$ cat src/hdl/afm_pkg.sv
// Constants, types and register map of the all-frame mode counter.
// Assumes one 40 MHz clock domain with synchronous active-high reset.
//
// Overview of operation
// Vector type 000 secure, 101 alphanumeric, 110 hex/binary qualify for counting.
// Each qualifying vector adds one to the counter and starts all-frame decoding; once the counter is at its top, the code adds nothing.
// In all-frame mode, forward frame information, then a status packet with EOF set.
// Each mode write with the decrement bit set takes one from the counter.
// Leave all-frame mode when count is zero, no temp address, force bit clear.
// Host does not decrement while a fragment shows the continued flag set.
// Host writes one decrement for a message whose continued flag is clear.
// Host decrements after later continued fragments, or once per fragment at message end.
// On the final fragment the host writes two decrements, first and last fragment.
// Host tracks outstanding fragmented messages and decrements for each of them.
// Host treats a gap over thirty-two or 128 frames as a broken message.
// Host uses checksum, fragment number 0 to 2 and message number per fragment.
// Host buffer holds 252 characters, three per word over eighty-four words.
// The end-of-frame status packet also carries the current frame number.
// Host may set decrement and temp-address disable bits in one mode write.
// A decrement at zero leaves the counter at zero without wrapping.
// The counter is wide enough for several outstanding fragmented messages.
package afm_pkg;
  localparam int ADDR_W = 8;
  localparam int DATA_W = 32;
  localparam int CNT_W_DEF = 4;
  localparam int FRAME_W = 7;
  localparam int LINK_W = 8;
  // Register byte offsets
  localparam logic [7:0] OFS_MODE = 8'h00;
  localparam logic [7:0] OFS_STATUS = 8'h04;
  localparam logic [7:0] OFS_IRQ_STAT = 8'h08;
  localparam logic [7:0] OFS_IRQ_CLR = 8'h0c;
  localparam logic [7:0] OFS_IRQ_EN = 8'h10;
  // Mode register fields
  localparam int BIT_DEC_ALL = 0;
  localparam int BIT_FORCE_ALL = 1;
  localparam int BIT_TEMP_DIS = 2;
  // Status register fields
  localparam int BIT_ACTIVE = 8;
  localparam int BIT_STAT_FORCE = 9;
  // Interrupt bits
  localparam int IRQ_N = 3;
  localparam int IRQ_EOF = 0;
  localparam int IRQ_EXIT = 1;
  localparam int IRQ_VEC = 2;
  localparam logic [IRQ_N-1:0] IRQ_RST = 3'h0;
  // Vector type codes
  localparam logic [2:0] VT_SECURE = 3'h0;
  localparam logic [2:0] VT_ALPHA = 3'h5;
  localparam logic [2:0] VT_HEXBIN = 3'h6;
  // Link word kinds
  localparam logic KIND_EOF = 1'b0;
  localparam logic KIND_VECTOR = 1'b1;
  localparam logic [LINK_W-1:0] LINK_RST = 8'h00;

  typedef struct packed {
    logic kind;
    logic [FRAME_W-1:0] payload;
  } link_word_t;

  typedef struct packed {
    logic eof;
    logic [FRAME_W-1:0] frame_num;
  } status_pkt_t;
endpackage

$ cat src/hdl/all_frame_mode_counter.sv
// All-frame mode counter: takes vector and frame-end events from a serial link,
// counts outstanding fragmented messages and emits end-of-frame status packets.
// Assumes link pins are asynchronous to clk and toggle far slower than clk.
//
// The address map and the address-and-strobe port were decided locally.
`timescale 1ns/1ps
module all_frame_mode_counter #(
  parameter int CNT_W = afm_pkg::CNT_W_DEF
) (
  input wire logic clk, // 40 MHz clock
  input wire logic rst, // Synchronous reset, active high
  input wire logic [afm_pkg::ADDR_W-1:0] addr, // Register byte address
  input wire logic [afm_pkg::DATA_W-1:0] wdata, // Register write data
  input wire logic wr, // Write strobe
  input wire logic rd, // Read strobe
  output logic [afm_pkg::DATA_W-1:0] rdata, // Read data, cycle after rd
  input wire logic link_clk, // Link bit clock pin
  input wire logic link_frame, // Link word enable pin
  input wire logic link_data, // Link serial data pin, MSB first
  input wire logic temp_pending, // A temporary address is outstanding
  output logic temp_disable, // Pulse: host asked to disable a temp address
  output logic all_frame, // High while every frame is decoded
  output logic vec_valid, // Pulse: vector forwarded to host path
  output logic [2:0] vector_type_field, // Type of forwarded vector
  output logic pkt_valid, // Pulse: status packet ready
  output afm_pkg::status_pkt_t pkt, // Status packet contents
  output logic irq // Level interrupt
);
  import afm_pkg::*;

  //////////////////////////////////////////////////////////////////////////////
  // Link pin synchronisers
  // The third stage only feeds the edge detectors; no logic reads the first stage,
  // which may still be settling from a metastable sample
  logic [2:0] sync1_reg;
  logic [2:0] sync2_reg;
  logic [2:0] sync3_reg;
  always_ff @(posedge clk) begin
    if (rst) begin
      sync1_reg <= 3'h0;
      sync2_reg <= 3'h0;
      sync3_reg <= 3'h0;
    end else begin
      sync1_reg <= {link_clk, link_frame, link_data};
      sync2_reg <= sync1_reg;
      sync3_reg <= sync2_reg;
    end
  end
  wire lclk_rise = sync2_reg[2] & ~sync3_reg[2];
  wire lframe_on = sync2_reg[1];
  wire lframe_fall = ~sync2_reg[1] & sync3_reg[1];
  wire ldata = sync2_reg[0];

  //////////////////////////////////////////////////////////////////////////////
  // Link word assembly
  logic [LINK_W-1:0] shift_reg;
  logic [LINK_W-1:0] shift_next;
  logic [3:0] nbits_reg;
  logic [3:0] nbits_next;
  always_comb begin
    shift_next = shift_reg;
    nbits_next = nbits_reg;
    if (!lframe_on) begin
      nbits_next = 4'h0;
    end else if (lclk_rise) begin
      shift_next = {shift_reg[LINK_W-2:0], ldata};
      if (nbits_reg != 4'hf) begin
        nbits_next = nbits_reg + 4'h1;
      end
    end
  end
  always_ff @(posedge clk) begin
    if (rst) begin
      shift_reg <= LINK_RST;
      nbits_reg <= 4'h0;
    end else begin
      shift_reg <= shift_next;
      nbits_reg <= nbits_next;
    end
  end
  // A word with the wrong bit count is dropped rather than half decoded
  // The bit count stops at 15 so an over-long word never wraps back to a good count
  wire word_ok = lframe_fall & (nbits_reg == 4'(LINK_W));
  link_word_t word;
  assign word = shift_reg;
  wire is_vector = word_ok & (word.kind == KIND_VECTOR);
  wire is_eof = word_ok & (word.kind == KIND_EOF);
  wire [2:0] vtype = word.payload[2:0];

  //////////////////////////////////////////////////////////////////////////////
  // Register decode
  wire wr_mode = wr & (addr == OFS_MODE);
  wire wr_clr = wr & (addr == OFS_IRQ_CLR);
  wire wr_en = wr & (addr == OFS_IRQ_EN);
  wire dec_req = wr_mode & wdata[BIT_DEC_ALL];
  // Vector type classification
  wire qualify = (vtype == VT_SECURE) | (vtype == VT_ALPHA) | (vtype == VT_HEXBIN);
  wire inc_req = is_vector & qualify;

  //////////////////////////////////////////////////////////////////////////////
  // All-frame counter
  logic [CNT_W-1:0] cnt_reg;
  logic [CNT_W-1:0] cnt_next;
  logic force_reg;
  wire cnt_max = &cnt_reg;
  wire cnt_zero = (cnt_reg == '0);
  // Saturate at the top so a burst cannot wrap to zero
  // A message beyond the top is then not counted: size CNT_W for the worst case
  wire do_inc = inc_req & ~cnt_max;
  // No decrement below zero
  wire do_dec = dec_req & ~cnt_zero;
  always_comb begin
    cnt_next = cnt_reg;
    // Count up on a qualifying vector
    if (do_inc & ~do_dec) begin
      cnt_next = cnt_reg + 1'b1;
    // Count down on a decrement write
    end else if (do_dec & ~do_inc) begin
      cnt_next = cnt_reg - 1'b1;
    end
  end
  always_ff @(posedge clk) begin
    if (rst) begin
      cnt_reg <= '0;
      force_reg <= 1'b0;
    end else begin
      cnt_reg <= cnt_next;
      if (wr_mode) begin
        force_reg <= wdata[BIT_FORCE_ALL];
      end
    end
  end
  // Normal decoding only with nothing outstanding
  wire active_next = (cnt_next != '0) | force_reg | temp_pending;
  logic active_reg;
  always_ff @(posedge clk) begin
    if (rst) begin
      active_reg <= 1'b0;
    end else begin
      active_reg <= active_next;
    end
  end
  assign all_frame = active_reg;
  // Decrement and temp disable may share one write
  assign temp_disable = wr_mode & wdata[BIT_TEMP_DIS];

  //////////////////////////////////////////////////////////////////////////////
  // Forwarding and status packets
  logic vec_valid_reg;
  logic [2:0] vtype_reg;
  logic pkt_valid_reg;
  status_pkt_t pkt_reg;
  always_ff @(posedge clk) begin
    if (rst) begin
      vec_valid_reg <= 1'b0;
      vtype_reg <= 3'h0;
      pkt_valid_reg <= 1'b0;
      pkt_reg <= '0;
    end else begin
      vec_valid_reg <= is_vector;
      if (is_vector) begin
        vtype_reg <= vtype;
      end
      // End-of-frame packet while in all-frame mode
      pkt_valid_reg <= is_eof & active_reg;
      if (is_eof & active_reg) begin
        pkt_reg.eof <= 1'b1;
        // Carry the current frame number
        pkt_reg.frame_num <= word.payload;
      end
    end
  end
  assign vec_valid = vec_valid_reg;
  assign vector_type_field = vtype_reg;
  assign pkt_valid = pkt_valid_reg;
  assign pkt = pkt_reg;

  //////////////////////////////////////////////////////////////////////////////
  // Interrupts
  logic [IRQ_N-1:0] ist_reg;
  logic [IRQ_N-1:0] ien_reg;
  wire [IRQ_N-1:0] ev;
  assign ev[IRQ_EOF] = pkt_valid_reg;
  assign ev[IRQ_EXIT] = active_reg & ~active_next;
  assign ev[IRQ_VEC] = inc_req;
  wire [IRQ_N-1:0] clr_bits = wr_clr ? wdata[IRQ_N-1:0] : '0;
  always_ff @(posedge clk) begin
    if (rst) begin
      ist_reg <= IRQ_RST;
      ien_reg <= IRQ_RST;
    end else begin
      // Set beats clear so no event is lost
      ist_reg <= (ist_reg & ~clr_bits) | ev;
      if (wr_en) begin
        ien_reg <= wdata[IRQ_N-1:0];
      end
    end
  end
  assign irq = |(ist_reg & ien_reg);

  //////////////////////////////////////////////////////////////////////////////
  // Read path
  // Field positions come from the package so the map has one owner
  logic [DATA_W-1:0] stat_word;
  logic [DATA_W-1:0] mode_word;
  always_comb begin
    stat_word = '0;
    stat_word[CNT_W-1:0] = cnt_reg;
    stat_word[BIT_ACTIVE] = active_reg;
    stat_word[BIT_STAT_FORCE] = force_reg;
    mode_word = '0;
    mode_word[BIT_FORCE_ALL] = force_reg;
  end
  // Unmapped and write-only offsets read as zero
  wire [DATA_W-1:0] rd_mux =
    (addr == OFS_MODE) ? mode_word :
    (addr == OFS_STATUS) ? stat_word :
    (addr == OFS_IRQ_STAT) ? {29'h0, ist_reg} :
    (addr == OFS_IRQ_EN) ? {29'h0, ien_reg} : 32'h0;
  logic [DATA_W-1:0] rdata_reg;
  always_ff @(posedge clk) begin
    if (rst) begin
      rdata_reg <= 32'h0;
    end else begin
      rdata_reg <= rd ? rd_mux : 32'h0;
    end
  end
  assign rdata = rdata_reg;

  //////////////////////////////////////////////////////////////////////////////
  // Checks
  a_qual_inc: assert property (@(posedge clk) disable iff (rst)
    (is_vector && qualify && !dec_req && !cnt_max) |=> cnt_reg == $past(cnt_reg) + 1'b1)
    else $error("qualifying vector did not increment");
  a_nonqual_hold: assert property (@(posedge clk) disable iff (rst)
    (is_vector && !qualify && !dec_req) |=> $stable(cnt_reg))
    else $error("non-qualifying vector changed counter");
  a_dec_one: assert property (@(posedge clk) disable iff (rst)
    (dec_req && !inc_req && !cnt_zero) |=> cnt_reg == $past(cnt_reg) - 1'b1)
    else $error("decrement write did not decrement");
  a_zero_hold: assert property (@(posedge clk) disable iff (rst)
    (dec_req && !inc_req && cnt_zero) |=> cnt_zero)
    else $error("counter wrapped below zero");
  a_max_hold: assert property (@(posedge clk) disable iff (rst)
    (cnt_max && !dec_req) |=> cnt_max)
    else $error("counter wrapped above maximum");
  a_normal_exit: assert property (@(posedge clk) disable iff (rst)
    (cnt_next == '0 && !force_reg && !temp_pending) |=> !all_frame)
    else $error("stayed in all-frame mode with nothing pending");
  a_active_cnt: assert property (@(posedge clk) disable iff (rst)
    (!cnt_zero) |-> all_frame)
    else $error("counter nonzero but not in all-frame mode");
  a_eof_pkt: assert property (@(posedge clk) disable iff (rst)
    (is_eof && active_reg) |=> pkt_valid && pkt.eof)
    else $error("missing end-of-frame packet");
  a_eof_frame: assert property (@(posedge clk) disable iff (rst)
    (is_eof && active_reg) |=> pkt.frame_num == $past(word.payload))
    else $error("wrong frame number in status packet");
  a_no_pkt_idle: assert property (@(posedge clk) disable iff (rst)
    pkt_valid |-> $past(is_eof) && $past(active_reg))
    else $error("status packet outside all-frame mode");
  a_dta_pass: assert property (@(posedge clk) disable iff (rst)
    (wr_mode && wdata[BIT_TEMP_DIS] && wdata[BIT_DEC_ALL]) |-> temp_disable && dec_req)
    else $error("combined write lost a bit");

  // Counter moves only on a request, and a clash of both leaves it alone unless the counter is at zero or at its top
  a_cancel_hold: assert property (@(posedge clk) disable iff (rst)
    (do_inc && do_dec) |=> $stable(cnt_reg))
    else $error("simultaneous increment and decrement moved counter");
  a_no_req_hold: assert property (@(posedge clk) disable iff (rst)
    (!inc_req && !dec_req) |=> $stable(cnt_reg))
    else $error("counter moved without a request");

  // Mode entry and exit
  a_inc_enters: assert property (@(posedge clk) disable iff (rst)
    (inc_req && !dec_req) |=> all_frame)
    else $error("qualifying vector did not enter all-frame mode");
  a_force_keeps: assert property (@(posedge clk) disable iff (rst)
    force_reg |=> all_frame)
    else $error("force bit set but all-frame mode left");
  a_temp_keeps: assert property (@(posedge clk) disable iff (rst)
    temp_pending |=> all_frame)
    else $error("temporary address pending but all-frame mode left");
  a_exit_zero: assert property (@(posedge clk) disable iff (rst)
    $fell(all_frame) |-> cnt_zero)
    else $error("left all-frame mode with counter nonzero");
  a_exit_flag: assert property (@(posedge clk) disable iff (rst)
    (all_frame && !active_next) |=> ist_reg[IRQ_EXIT])
    else $error("mode exit not flagged");

  // Forwarding and status flags
  a_vec_fwd: assert property (@(posedge clk) disable iff (rst)
    is_vector |=> vec_valid && vector_type_field == $past(vtype))
    else $error("vector not forwarded with its type");
  a_type_hold: assert property (@(posedge clk) disable iff (rst)
    !is_vector |=> $stable(vector_type_field))
    else $error("vector type changed without a vector");
  a_vec_flag: assert property (@(posedge clk) disable iff (rst)
    inc_req |=> ist_reg[IRQ_VEC])
    else $error("qualifying vector not flagged");
  a_pkt_eof: assert property (@(posedge clk) disable iff (rst)
    pkt_valid |-> pkt.eof)
    else $error("status packet without end-of-frame flag");
  a_eof_flag: assert property (@(posedge clk) disable iff (rst)
    pkt_valid |=> ist_reg[IRQ_EOF])
    else $error("status packet not flagged");
endmodule

$ cat config.mk
export PLATFORM = sky130hd
export DESIGN_NAME = all_frame_mode_counter
export DESIGN_NICKNAME = d
export VERILOG_FILES = /design/src/hdl/afm_pkg.sv /design/src/hdl/all_frame_mode_counter.sv
export SDC_FILE = /design/constraint.sdc
export NUM_CORES = 1
export LEC_CHECK = 0
export BUFFER_PORTS_ARGS = -buffer_cell sky130_fd_sc_hd__buf_2
export CORE_MARGIN = 10
export CORE_UTILIZATION = 30
export CTS_BUF_LIST = sky130_fd_sc_hd__clkbuf_8
export CTS_CLUSTER_DIAMETER = 150
export DETAILED_ROUTE_END_ITERATION = 8
export PLACE_DENSITY = 0.63
export SLEW_MARGIN = 20
export SYNTH_ARGS = -nofsm -noshare
export SYNTH_HDL_FRONTEND = slang
export SYNTH_SLANG_ARGS = --single-unit
$ cat constraint.sdc
create_clock -name clk -period 5.7 [get_ports clk]
set_input_delay 0.855 -clock clk [delete_from_list [all_inputs] [get_ports clk]]
set_output_delay 0.855 -clock clk [all_outputs]
set_load 0.02 [all_outputs]
==> impl_metrics.env <==
export IMPL_status="complete, no violations"
export IMPL_drive_gt1_share_pct=18.4
export IMPL_ir_drop_mv=0.0874
export IMPL_die_h_um=109
export IMPL_layout_common_cells="dfxtp_1, buf_2, nor2_1, nand2_1, conb_1"
export IMPL_cts_max_level=2
export IMPL_ys_seq_area_share_pct=43.2
export IMPL_path_max_fanout=7
export IMPL_cts_tree="done"
export IMPL_grt_pass1_vias=1757
export IMPL_antenna_found_initial=0
export IMPL_slew_headroom_pct=50.3
export IMPL_crit_type="in -> out"
export IMPL_area_growth_syn_to_layout_pct=11.8
export IMPL_syn_instance_count=269
export IMPL_max_freq_mhz=338
export IMPL_multi_input_area_sq_mm=0.00115
export IMPL_ctsHoldBuffers=0
export IMPL_required_ns=4.85
export IMPL_io_pins=96
export IMPL_power_density_mw_per_mm2=238
export IMPL_cp_data_arrival_time_ns=2.10
export IMPL_grt_max_degree=44
export IMPL_cts_resized=0
export IMPL_place_gp_congestion=0.877
export IMPL_async_flop_share_pct=0
export IMPL_fin_nets=356
export IMPL_syn_mean_instance_area_sq_um=8.78
export IMPL_path_clk_slew_ns=0.09
export IMPL_met2_usage_pct=14.4
export IMPL_critPathLaunchType="primary input"
export IMPL_final_area_sq_mm=0.00264
export IMPL_tns_ns=0
export IMPL_max_cap_violations=0
export IMPL_post_cts_setup_buffers=0
export IMPL_rsz0062_at_grt="no"
export IMPL_register_area_sq_mm=0.00102
export IMPL_drt_initial_drc_count=57
export IMPL_setup_viol=0
export IMPL_finClkSkew_ns=0.00580
export IMPL_fin_crit_sh_pct=51.9
export IMPL_grt_use_met3_pct=4.31
export IMPL_worst_pin_slew_ns=0.745
export IMPL_antenna_cells=0
export IMPL_busiest_layer="met2"
export IMPL_clk_path_buf_depth=2
export IMPL_syn_area_sq_mm=0.00236
export IMPL_drc=0
export IMPL_cp_startpoint="addr[1]"
export IMPL_finalPower_w=0.000629
export IMPL_ys_seq_elements=51
export IMPL_final_common_cell="dfxtp_1"
export IMPL_grt_pass1_wl_um=8350
export IMPL_hold_start="sync1_reg[1]"
export IMPL_hp_class="reg -> reg"
export IMPL_ys_flop_type="dfxtp_1"
export IMPL_post_dp_hpwl_um=3900
export IMPL_start_util_pct=30.7
export IMPL_dieArea_sq_mm=0.0118
export IMPL_design_core_area_sq_mm=0.00769
export IMPL_vias=1824
export IMPL_synth_edf_count=0
export IMPL_die_w_um=109
export IMPL_port_buffers=40
export IMPL_clockRootBuffer="clkbuf_8"
export IMPL_firstDrtPassIters=5
export IMPL_track_usage_pct=8.73
export IMPL_cts_sinks=51
export IMPL_drv_slew=0
export IMPL_clk_latency_ns=0.30
export IMPL_ys_warn_count=0
export IMPL_ys_types=47
export IMPL_p_leak_nw=1.15
export IMPL_n_fill_cell=835
export IMPL_grtUsageMet1_pct=9.59
export IMPL_grt_ovfl_total=0
export IMPL_place_area_sq_mm=0.00254
export IMPL_postRouteAntennaNets=0
export IMPL_cts_buffers=5
export IMPL_period_minus_slack_ns=2.96
export IMPL_hold_viol_final=0
export IMPL_routed_wl_um=5130
export IMPL_wl_per_cell_um=12.6
export IMPL_num_rows=32
export IMPL_r2r_start="cnt_reg[0]"
export IMPL_endpoint_kind="primary output"
export IMPL_via_per_inst=4.48
[cell families (layout without fill, tap and decap cells)]
kind of cell	Yosys count	in the layout	share of synthesized area (%)
mux	14	14	6.15
other cells	1	26	0.159
fa+ha+maj	4	4	2.12
flops	51	51	43.2
buf+inv	46	57	11.9
simple gates	112	112	25.0
compound gates	33	33	8.53
xor+xnor	8	8	2.97
[per-layer routing]
| layer | vias to the layer above | share of wire (%) |
|---|---|---|
| li1 | 919 | - |
| met1 | 833 | 41 |
| met2 | 64 | 47 |
| met3 | 8 | 11 |
| met4 | 0 | 1.6 |
| met5 | - | 0 |
[cells in the mapped netlist, types with 2 or more instances]
| cell | count | area share (%) |
|---|---|---|
| clkbuf_1 | 8 | 1.3 |
| nor2_1 | 32 | 5.1 |
| a311oi_1 | 2 | 0.74 |
| o21ai_0 | 2 | 0.42 |
| xor2_1 | 4 | 1.5 |
| a31oi_1 | 2 | 0.53 |
| and3_1 | 3 | 0.79 |
| xnor2_1 | 4 | 1.5 |
| nand2_1 | 27 | 4.3 |
| nor3_1 | 3 | 0.64 |
| nor2b_1 | 12 | 3.2 |
| buf_4 | 26 | 8.3 |
| nand3_1 | 11 | 2.3 |
| ha_1 | 4 | 2.1 |
| inv_1 | 9 | 1.4 |
| nand3b_1 | 4 | 1.3 |
| nand4_1 | 4 | 1.1 |
| buf_2 | 2 | 0.42 |
| a22oi_1 | 2 | 0.64 |
| a21oi_1 | 19 | 4.0 |
| dfxtp_1 | 51 | 43 |
| mux2i_1 | 13 | 5.5 |
[through the flow]
step	hold WS [ns]	cells	utilization, %	setup WS (ns)
global placement	0.423	399	33.0	2.76
detailed placement	0.425	399	33.0	2.74
CTS	0.448	407	34.3	2.73
floorplan	0.414	294	-	3.06
global route	0.460	407	34.3	2.64
finish	0.442	407	34.3	2.74
[worst max-delay path: stages]
cell and delay, ns:
buf_2 0.09, nor4_1 0.41, and4b_1 0.43, and2_1 0.16, buf_2 0.16
[final timing paths]
path	slack [ns]	end	depth (start not counted)
setup / recovery	2.74	temp_disable	5
hold / removal	0.44	sync2_reg[1]	1
setup reg to reg	3.34	all_frame	9
hold reg to reg	0.44	sync2_reg[1]	1
[area by class of cell]
cell class / instances / share of cell area, %
Inverter: 9 / 1.28
Clock inverter: 1 / 0.284
Sequential cell: 51 / 38.7
Tap cell: 102 / 4.83
Timing Repair Buffer: 40 / 7.58
Multi-Input combinational cell: 197 / 43.7
Clock buffer: 7 / 3.65
[power breakdown]
group          internal [W]  switching (W)  total [W]
clock network      0.000111       0.000117   0.000228
logic            0.00000935      0.0000306  0.0000400
registers          0.000359     0.00000253   0.000362
total              0.000479       0.000150   0.000629
Note: power is estimated with default switching activity, not from simulation.
